## src/ssof_pkg.sv

```systemverilog
// Purpose: constants and types for the servo status output flags block
// Assumes: one 100 MHz control clock; every clock cycle is one control cycle
// Notes: register offsets are byte addresses on the plain register port
// Behaviour
// - warning output follows any warning condition
// - warning reaches terminal only when allocated
// - rotation flag when speed at or above level
// - rotation level 1 to 10000, default 20
// - ready needs power, no base block, no alarm
// - servo on accepted only while ready
// - speed match when speed error below width
// - speed match only in speed control
// - position done when position error below width
// - done width 0 to 2^30, default 7
// - timing mode 0 uses error only, a write to the apply register applies
// - timing mode 1 also needs filtered reference zero
// - timing mode 2 also needs raw reference zero
// - other flags reach terminals only when allocated
package ssof_pkg;

	// register byte offsets
	localparam logic [7:0] OFS_ALLOC = 8'h00;
	localparam logic [7:0] OFS_MODE = 8'h04;
	localparam logic [7:0] OFS_ROT_LVL = 8'h08;
	localparam logic [7:0] OFS_SPD_W = 8'h0C;
	localparam logic [7:0] OFS_POS_W = 8'h10;
	localparam logic [7:0] OFS_TIMING = 8'h14;
	localparam logic [7:0] OFS_APPLY = 8'h18;
	localparam logic [7:0] OFS_STATUS = 8'h1C;

	// threshold limits and values after reset
	localparam logic [31:0] ROT_LVL_MIN = 32'h0000_0001;
	localparam logic [31:0] ROT_LVL_MAX = 32'h0000_2710;
	localparam logic [31:0] ROT_LVL_RST = 32'h0000_0014;
	localparam logic [31:0] SPD_W_MIN = 32'h0000_0000;
	localparam logic [31:0] SPD_W_MAX = 32'h0000_0064;
	localparam logic [31:0] SPD_W_RST = 32'h0000_000A;
	localparam logic [31:0] POS_W_MIN = 32'h0000_0000;
	localparam logic [31:0] POS_W_MAX = 32'h4000_0000;
	localparam logic [31:0] POS_W_RST = 32'h0000_0007;

	// terminal allocation digits, two bits each, 0 means unallocated
	localparam int SEL_WARN_POS = 0;
	localparam int SEL_ROT_POS = 2;
	localparam int SEL_RDY_POS = 4;
	localparam int SEL_SPD_POS = 6;
	localparam int SEL_DONE_POS = 8;
	localparam logic [9:0] ALLOC_RST = 10'h000;

	// status and timing register field positions
	localparam int STAT_ACCEPT_POS = 5;
	localparam int STAT_TERM_POS = 6;
	localparam int TIMING_ACT_POS = 4;

	typedef enum logic [1:0] {
		CM_SPEED = 2'h0,
		CM_POSITION = 2'h1,
		CM_TORQUE = 2'h2
	} ssof_ctrl_mode_t;
	localparam ssof_ctrl_mode_t MODE_RST = CM_SPEED;

	typedef enum logic [1:0] {
		TM_ERROR_ONLY = 2'h0,
		TM_FILTERED_ZERO = 2'h1,
		TM_INPUT_ZERO = 2'h2
	} ssof_timing_t;
	localparam ssof_timing_t TIMING_RST = TM_ERROR_ONLY;

	// discrete conditions arriving from outside the clock domain
	typedef struct packed {
		logic main_power;
		logic base_block;
		logic alarm;
		logic warning;
		logic abs_encoder;
		logic encoder_power_on;
		logic servo_on;
	} ssof_pins_t;

	// the five status flags
	typedef struct packed {
		logic warning;
		logic rotation;
		logic ready;
		logic speed_match;
		logic position_done;
	} ssof_flags_t;

endpackage : ssof_pkg

```

## src/ssof_top.sv

```systemverilog
// Purpose: status flags and terminal routing of a servo drive
// Assumes: numeric inputs come from logic on mclk_i; pins_i are asynchronous
// Notes: terminal_o bit high means the output is conducting (closed)
`timescale 1ns/1ns
module ssof_top (
	input wire logic mclk_i,
	input wire logic reset_i,
	input wire logic [7:0] addr_i,
	input wire logic [31:0] wdata_i,
	input wire logic wr_i,
	input wire logic rd_i,
	output logic [31:0] rdata_o,
	input wire ssof_pkg::ssof_pins_t pins_i,
	input wire logic signed [15:0] motor_speed_i,
	input wire logic signed [15:0] ref_speed_i,
	input wire logic signed [31:0] position_error_i,
	input wire logic signed [31:0] pos_ref_filtered_i,
	input wire logic signed [31:0] pos_ref_input_i,
	output ssof_pkg::ssof_flags_t flags_o,
	output logic servo_on_accept_o,
	output logic [2:0] terminal_o
);
	import ssof_pkg::*;

	// magnitude of a signed word, -2^31 maps to 2^31
	function automatic logic [31:0] mag32(input logic signed [31:0] v);
		logic [31:0] r;
		r = v[31] ? 32'(-v) : 32'(v);
		return r;
	endfunction : mag32

	// keeps a written value inside its legal range
	function automatic logic [31:0] clamp32(input logic [31:0] v, input logic [31:0] lo,
		input logic [31:0] hi);
		logic [31:0] r;
		r = (v < lo) ? lo : ((v > hi) ? hi : v);
		return r;
	endfunction : clamp32

	// one-hot terminal drive for a flag and its allocation digit
	function automatic logic [2:0] term_map(input logic [1:0] sel, input logic flag);
		logic [2:0] r;
		r = 3'h0;
		unique case (sel)
			2'h0: r = 3'h0;
			2'h1: r = 3'h1;
			2'h2: r = 3'h2;
			2'h3: r = 3'h4;
		endcase
		return flag ? r : 3'h0;
	endfunction : term_map

	ssof_pins_t pin1_q, pin2_q;
	logic [9:0] alloc_q, alloc_d;
	ssof_ctrl_mode_t mode_q, mode_d;
	logic [31:0] rot_lvl_q, rot_lvl_d;
	logic [31:0] spd_w_q, spd_w_d;
	logic [31:0] pos_w_q, pos_w_d;
	ssof_timing_t tm_pend_q, tm_pend_d;
	ssof_timing_t tm_act_q, tm_act_d;
	logic [31:0] rdata_q, rdata_d;
	ssof_flags_t flags_q, flags_d;
	logic accept_q, accept_d;
	logic [2:0] term_q, term_d;
	logic [31:0] speed_mag, speed_err;
	logic ref_zero;

	// two-stage synchroniser for the discrete pins
	always_ff @(posedge mclk_i or posedge reset_i) begin
		if (reset_i) begin
			pin1_q <= '0;
			pin2_q <= '0;
		end else begin
			pin1_q <= pins_i;
			pin2_q <= pin1_q;
		end
	end

	// register writes, out-of-range thresholds are clamped, mode and timing value 3 is ignored
	always_comb begin
		alloc_d = alloc_q;
		mode_d = mode_q;
		rot_lvl_d = rot_lvl_q;
		spd_w_d = spd_w_q;
		pos_w_d = pos_w_q;
		tm_pend_d = tm_pend_q;
		tm_act_d = tm_act_q;
		if (wr_i) begin
			case (addr_i)
				OFS_ALLOC: alloc_d = wdata_i[9:0];
				OFS_MODE: begin
					if (wdata_i[1:0] != 2'h3) begin
						mode_d = ssof_ctrl_mode_t'(wdata_i[1:0]);
					end
				end
				OFS_ROT_LVL: rot_lvl_d = clamp32(wdata_i, ROT_LVL_MIN, ROT_LVL_MAX);
				OFS_SPD_W: spd_w_d = clamp32(wdata_i, SPD_W_MIN, SPD_W_MAX);
				OFS_POS_W: pos_w_d = clamp32(wdata_i, POS_W_MIN, POS_W_MAX);
				OFS_TIMING: begin
					if (wdata_i[1:0] != 2'h3) begin
						tm_pend_d = ssof_timing_t'(wdata_i[1:0]);
					end
				end
				OFS_APPLY: tm_act_d = tm_pend_q;
				default: ;
			endcase
		end
	end

	// read mux, data stand only in the cycle after the strobe
	always_comb begin
		rdata_d = 32'h0000_0000;
		if (rd_i) begin
			case (addr_i)
				OFS_ALLOC: rdata_d = {22'h00_0000, alloc_q};
				OFS_MODE: rdata_d = {30'h0000_0000, mode_q};
				OFS_ROT_LVL: rdata_d = rot_lvl_q;
				OFS_SPD_W: rdata_d = spd_w_q;
				OFS_POS_W: rdata_d = pos_w_q;
				OFS_TIMING: rdata_d = {26'h000_0000, tm_act_q, 2'h0, tm_pend_q};
				OFS_STATUS: rdata_d = {23'h00_0000, term_q, accept_q, flags_q};
				default: rdata_d = 32'h0000_0000;
			endcase
		end
	end

	// register file and read data
	always_ff @(posedge mclk_i or posedge reset_i) begin
		if (reset_i) begin
			alloc_q <= ALLOC_RST;
			mode_q <= MODE_RST;
			rot_lvl_q <= ROT_LVL_RST;
			spd_w_q <= SPD_W_RST;
			pos_w_q <= POS_W_RST;
			tm_pend_q <= TIMING_RST;
			tm_act_q <= TIMING_RST;
			rdata_q <= 32'h0000_0000;
		end else begin
			alloc_q <= alloc_d;
			mode_q <= mode_d;
			rot_lvl_q <= rot_lvl_d;
			spd_w_q <= spd_w_d;
			pos_w_q <= pos_w_d;
			tm_pend_q <= tm_pend_d;
			tm_act_q <= tm_act_d;
			rdata_q <= rdata_d;
		end
	end

	// threshold comparisons, evaluated every control cycle
	always_comb begin
		speed_mag = mag32({{16{motor_speed_i[15]}}, motor_speed_i});
		speed_err = mag32({{16{ref_speed_i[15]}}, ref_speed_i} - {{16{motor_speed_i[15]}}, motor_speed_i});
		unique case (tm_act_q)
			TM_ERROR_ONLY: ref_zero = 1'b1;
			TM_FILTERED_ZERO: ref_zero = (pos_ref_filtered_i == 32'sh0);
			TM_INPUT_ZERO: ref_zero = (pos_ref_input_i == 32'sh0);
			default: ref_zero = 1'b1;
		endcase
		flags_d.warning = pin2_q.warning;
		flags_d.rotation = (speed_mag >= rot_lvl_q);
		flags_d.ready = pin2_q.main_power && !pin2_q.base_block && !pin2_q.alarm
			&& (!pin2_q.abs_encoder || pin2_q.encoder_power_on);
		flags_d.speed_match = (mode_q == CM_SPEED) && (speed_err < spd_w_q);
		flags_d.position_done = (mode_q == CM_POSITION)
			&& (mag32(position_error_i) < pos_w_q) && ref_zero;
		accept_d = flags_d.ready && pin2_q.servo_on;
		term_d = term_map(alloc_q[SEL_WARN_POS +: 2], flags_d.warning)
			| term_map(alloc_q[SEL_ROT_POS +: 2], flags_d.rotation)
			| term_map(alloc_q[SEL_RDY_POS +: 2], flags_d.ready)
			| term_map(alloc_q[SEL_SPD_POS +: 2], flags_d.speed_match)
			| term_map(alloc_q[SEL_DONE_POS +: 2], flags_d.position_done);
	end

	// outputs registered so they change only on clock edges or when reset_i clears them
	always_ff @(posedge mclk_i or posedge reset_i) begin
		if (reset_i) begin
			flags_q <= '0;
			accept_q <= 1'b0;
			term_q <= 3'h0;
		end else begin
			flags_q <= flags_d;
			accept_q <= accept_d;
			term_q <= term_d;
		end
	end

	// output drive
	assign rdata_o = rdata_q;
	assign flags_o = flags_q;
	assign servo_on_accept_o = accept_q;
	assign terminal_o = term_q;
endmodule : ssof_top

```

## config.mk

```make
export PLATFORM = sky130hd
export DESIGN_NAME = ssof_top
export DESIGN_NICKNAME = d
export VERILOG_FILES = /design/src/ssof_pkg.sv /design/src/ssof_top.sv
export SDC_FILE = /design/constraint.sdc
export NUM_CORES = 1
export LEC_CHECK = 0
export BUFFER_PORTS_ARGS = -buffer_cell sky130_fd_sc_hd__clkbuf_2
export CORE_MARGIN = 10
export CORE_UTILIZATION = 55
export CTS_CLUSTER_SIZE = 20
export DETAILED_ROUTE_END_ITERATION = 6
export PLACE_DENSITY = 0.86
export SLEW_MARGIN = 10
export SYNTH_ARGS = -nofsm -noshare
export SYNTH_HDL_FRONTEND = slang
export SYNTH_SLANG_ARGS = --single-unit
```

## constraint.sdc

```tcl
create_clock -name mclk_i -period 5 [get_ports mclk_i]
set_clock_uncertainty 0.1 [all_clocks]
set_input_delay 0 -clock mclk_i [delete_from_list [all_inputs] [get_ports mclk_i]]
set_output_delay 0 -clock mclk_i [all_outputs]
set_load 0.1 [all_outputs]
```

Yosys cells after proc, flatten, opt, wreduce, memory -nomap -nowiden
Cells that the tools add are included.

Add/sub/neg operators: 4. $lt $le $gt $ge: 8. Equal/unequal tests: 26. Muxes and demuxes: 22. Bitwise logic cells: 4. Reductions and logical operators: 27.

Operators by type and width (number): $mux W32 (10); $pmux W32 S7 (1); $logic_not A32 Y1 (2); $lt A32 B1 Y1 const B (2); $lt A32 B32 Y1 (2); $pmux W3 S4 (5); $eq A8 B5 Y1 const B (4); $ge A32 B32 Y1 (1); $gt A32 B14 Y1 const B (1); $gt A32 B31 Y1 const B (1); $gt A32 B7 Y1 const B (1); $neg A16 Y32 (1); $neg A17 Y32 (1); $neg A32 Y32 (1); $eq A2 B2 Y1 const B (11); $sub A16 B16 Y17 (1); $eq A8 B4 Y1 const B (2); $mux W3 (5); $eq A2 B1 Y1 const B (7); $logic_not A2 Y1 (6); $or A3 B3 Y3 (4); $reduce_and A2 Y1 (5); $eq A8 B3 Y1 const B (1); $logic_not A8 Y1 (1); 6 further kinds (15).

Flip-flop bits (word level): 167. Output and inout port bits: 41.

Logic depth before layout (Yosys ltp)
Word-level depth: 8. Mapped depth: 21. Depth with buffers taken out: 20.

Least setup slack after synthesis
No wires, ideal clock.

Kind: input to register. From: input motor_speed_i[6]. To: register term_q[2], in the netlist terminal_o[2]. Library setup time: 0.116 ns. Arrival time: 3.943 ns. Data required time: 4.784 ns. Setup slack: 0.842 ns. Stages: 18. Path buffers: 0. Cells stage by stage: inv_1 ha_1 a21o_1 a31o_1 or3_4 or3_1 a211o_1 or4b_4 o31a_1 xnor2_1 ha_1 a21o_1 a21oi_1 o21ai_0 a21o_1 a31oi_1 nand3_1 o311ai_0.

RTL lines: start: declaration (line ssof_top.sv:14) `input wire logic signed [15:0] motor_speed_i,`; end signal: assignment (line ssof_top.sv:184) `term_q <= term_d;`; end: declaration (line ssof_top.sv:64) `logic [2:0] term_q, term_d;`.

==> flow_summary_export.csv <==
group,metric,value,unit
outcome,status,"finished, final reports clean",
synthesis,synth.avg_cell_area,9.163,um2
critical_path,r2r-start,"rot_lvl_q[4]$_DFFE_PP1P_",
critical_path,crit_path_start_kind,"input port",
synthesis,synth_edf_count,0,
synthesis,ys_async_sr_fraction,1.000,
cells_and_area,final_cell_area,0.01338,mm2
grt,antenna_found_initial,0,
cells_and_area,n_antenna_cell,0,
floorplanning,die_area,0.02570,mm2
power_and_ir_drop,pwr-share-clk,0.379,
sta,slew_headroom,0.2877,
hold_path,hold_class,"input port to flop",
critical_path,path_buf_inv,1,
critical_path,cp_max_fo,6,
sta,hold_violations,0,
detailed_routing,vias,10310,
critical_path,cpMostUsedCell,"o21ai_0",
clocking,cts-htree-levels,4,
critical_path,cp_cell_sequence,"clkbuf_2 > ha_1 > fa_1 > nand2b_1 > a211oi_1 > o21ai_0 > a211oi_1 > o21ai_0 > a31oi_1 > a21oi_1 > xnor2_1 > ha_1 > a21oi_1 > nor2b_1 > a2111oi_0 > o21ai_0 > a21o_1 > a31oi_1 > nand3b_1 > o311ai_0",
power_and_ir_drop,p_per_area,266.7,mW/mm2
hold_path,hold_depth,5,
sta,min_period,4.332,ns
grt,top_usage_layer,"met2",
synthesis,synth_cell_types,59,
detailed_routing,ant_nets,0,
floorplanning,num_io_pins,220,
cells_and_area,fin_cells,1741,
cells_and_area,utilization,0.6899,
placement,place_area,0.01232,mm2
grt,grt_pass1_vias,10380,
critical_path,arrival,4.55,ns
clocking,post-cts-setup-buffers,0,
clocking,cts_sinks,167,
clocking,cts_tree,"done",
synthesis,yosysSeqAreaShare,0.3867,
synthesis,ys.flop_type,"dfrtp_1",
clocking,worst_skew_pair.late_latency,0.45,ns
floorplanning,coreArea,0.01940,mm2
sta,setup_ws,0.6680,ns
clocking,cts_root_buf,"clkbuf_16",
critical_path,crit_family,"compound AO/OA/AOI/OAI gates",
placement,place_ws,0.3138,ns
floorplanning,start_util,0.5583,
floorplanning,rows,51,
synthesis,ys_top_cells_by_area,"dfrtp_1 37%, ha_1 13%, xnor2_1 4.5%",
critical_path,crit_cells,20,
detailed_routing,dr.pass1.iters,5,
cells_and_area,drive_gt1_frac,0.1985,
grt,grt_start_max_net_pins,122,
detailed_routing,drt_iter0_drc,888,
power_and_ir_drop,leakage,0.006545,uW
placement,dp.cells,1666,
synthesis,syn_area,0.01083,mm2
clocking,cts_resized,0,
synthesis,netlist_top_cells_count,"160 x dfrtp_1, 126 x inv_1, 115 x ha_1",
critical_path,critPathRequiredTime,5.22,ns
critical_path,reg2reg_depth,10,
power_and_ir_drop,p_comb_frac,0.216,
grt,use_met2,0.4295,
critical_path,crit_slowest_cell,"a31oi_1",
floorplanning,dieHeight,160.3,um
power_and_ir_drop,pwr-share-seq,0.405,
placement,gp_congestion,0.9216,
critical_path,crit_path_max_incr_delay,0.48,ns
detailed_routing,drc,0,
grt,grtUsageMet1,0.3267,
sta,fin_crit_sh,0.8664,
grt,grt_overflow,0,
power_and_ir_drop,cell_internal_pwr,2414,uW
cells_and_area,area_growth,23.57,%
grt,grt_pass1_wl,54500,um
sta,tightest_slew,1.068,ns
sta,maxSlewViolCount,0,
cells_and_area,nFillCells,1481,
critical_path,critPathLaunch,"motor_speed_i[0]",
detailed_routing,via_per_inst,5.923,
power_and_ir_drop,p_sw_frac,0.3235,
detailed_routing,routed_wl,33900,um
synthesis,synthCells,1182,
power_and_ir_drop,ir_worst_vdd,0.1655,mV
sta,fmax,230.8,MHz
clocking,cts.clk_slew.worst_paths,0.07,ns
critical_path,crit_path_end_kind,"flop",
floorplanning,die_w,160.3,um
synthesis,yosys.area.top_type,"dfrtp_1",
synthesis,yosysTopAreaCellShare,0.3697,
flow_run,drv_cap,0,
sta,setup_viol,0,
clocking,cts_buffers,17,
clocking,clockBufferDepth,2,
critical_path,critical_path_class,"input port to flop",
critical_path,r2r_end,"terminal_o[2]$_DFF_PP0_",
grt,use_met3,0.05547,
power_and_ir_drop,switching_power,1155,uW
synthesis,ys_ff_latch,167,
placement,dp_hpwl,25380,um
synthesis,yosysWarnings,0,
critical_path,reg2reg_slack,1.64,ns
detailed_routing,wl_per_cell,19.47,um
synthesis,yosysMostFrequentCell,"dfrtp_1",
critical_path,worstSetupEndpoint,"terminal_o[0]$_DFF_PP0_",
grt,track_usage,0.2589,
sta,tns,0,ns
placement,port_buffers,219,
cells_and_area,fin_nets,1758,
sta,rsz0062_at_grt,"no",
[power by group through the flow]
stage	logic, uW	clock network [uW]	registers [uW]
detailed placement	723	0	1470
finish	770	1350	1450
global placement	702	0	1470
floorplan	470	0	1490
CTS	759	1350	1440
global route	866	1400	1450
[worst min path at each step]
stage                     slack [ns]                    end      start
final                           0.05  mode_q[0]$_DFFE_PP0P_  addr_i[1]
after global routing             0.1  rdata_o[27]$_DFF_PP0_       rd_i
after CTS                       0.03  mode_q[0]$_DFFE_PP0P_  addr_i[1]
after detailed placement        0.01    pin1_q[6]$_DFF_PP0_  pins_i[6]
after global placement          0.01    pin1_q[5]$_DFF_PP0_  pins_i[5]
after floorplan                -0.07    pin1_q[0]$_DFF_PP0_  pins_i[0]
[sequential cells by signal, indices dropped and copies added, names as in the netlist, 2 cells and up]
name,flops
spd_w_q,32
pin1_q,7
pin2_q,6
rdata_o,32
flags_o,5
pos_w_q,32
alloc_q,10
tm_act_q,2
terminal_o,3
rot_lvl_q,32
mode_q,2
tm_pend_q,2
[stage by stage]
step	total power, uW	hold slack, ns
floorplan	1959	-0.06857
detailed placement	2192	0.01016
global placement	2168	0.009673
finish	3569	0.04873
global route	3719	0.09504
CTS	3553	0.02591
[logic make-up (layout without fill, tap and decap cells)]
group | Yosys count | in the layout | share of synthesized area
compound gates | 336 | 336 | 0.2083
simple gates | 317 | 317 | 0.1451
flops | 167 | 167 | 0.3867
buf+inv | 165 | 429 | 0.05719
fa+ha+maj | 116 | 116 | 0.1347
xor+xnor | 66 | 66 | 0.05337
mux | 14 | 14 | 0.01433
other cells | 1 | 31 | 0.0003462
[layer usage]
metal,wire [um],share of wire
met5,0,0
met4,1140,0.034
met3,3047,0.090
met2,16100,0.47
met1,13620,0.40
[tightest hold or removal path, cell delays in order]
cell and delay (ns):
clkbuf_2 0.09, nor2_1 0.09, nand3b_1 0.11, nor3_1 0.11, a21oi_1 0.15
[final cells by class]
type                            instances  area [um2]  area share
Inverter                              126       478.0     0.03571
Multi-Input combinational cell        880        6162      0.4605
Timing Repair Buffer                  271        1594      0.1191
Clock inverter                         15       203.9     0.01524
Tap cell                              265       331.6     0.02478
Clock buffer                           17       425.4     0.03179
Sequential cell                       167        4188      0.3129
[what timing repair did]
item,in CTS,in global routing
endpoints found under the hold margin,189,0
endpoints found under the setup margin,0,0
hold buffers,43,0
[layout by cell type, fill, tap and decap left out, types with 7 or more instances in the layout]
master and n:
inv_1 125, mux2_2 12, nor4_1 21, dfrtp_1 160, clkbuf_2 219, o31ai_1 12
a31oi_1 14, nor3_1 21, a21o_1 40, nand4_1 23, xnor2_1 56, nor2b_1 8
nand3b_1 7, a22oi_1 41, or3_1 10, conb_1 31, a21oi_1 92, nand2_1 86
nand3_1 23, buf_4 9, dlygate4sd3_1 43, dfstp_2 7, clkinv_8 8, nand2b_1 11
nor2_1 72, xor2_1 10, ha_1 115, clkbuf_16 17, a22o_1 39, o21ai_0 49
Power figures use the tool's default switching activity.
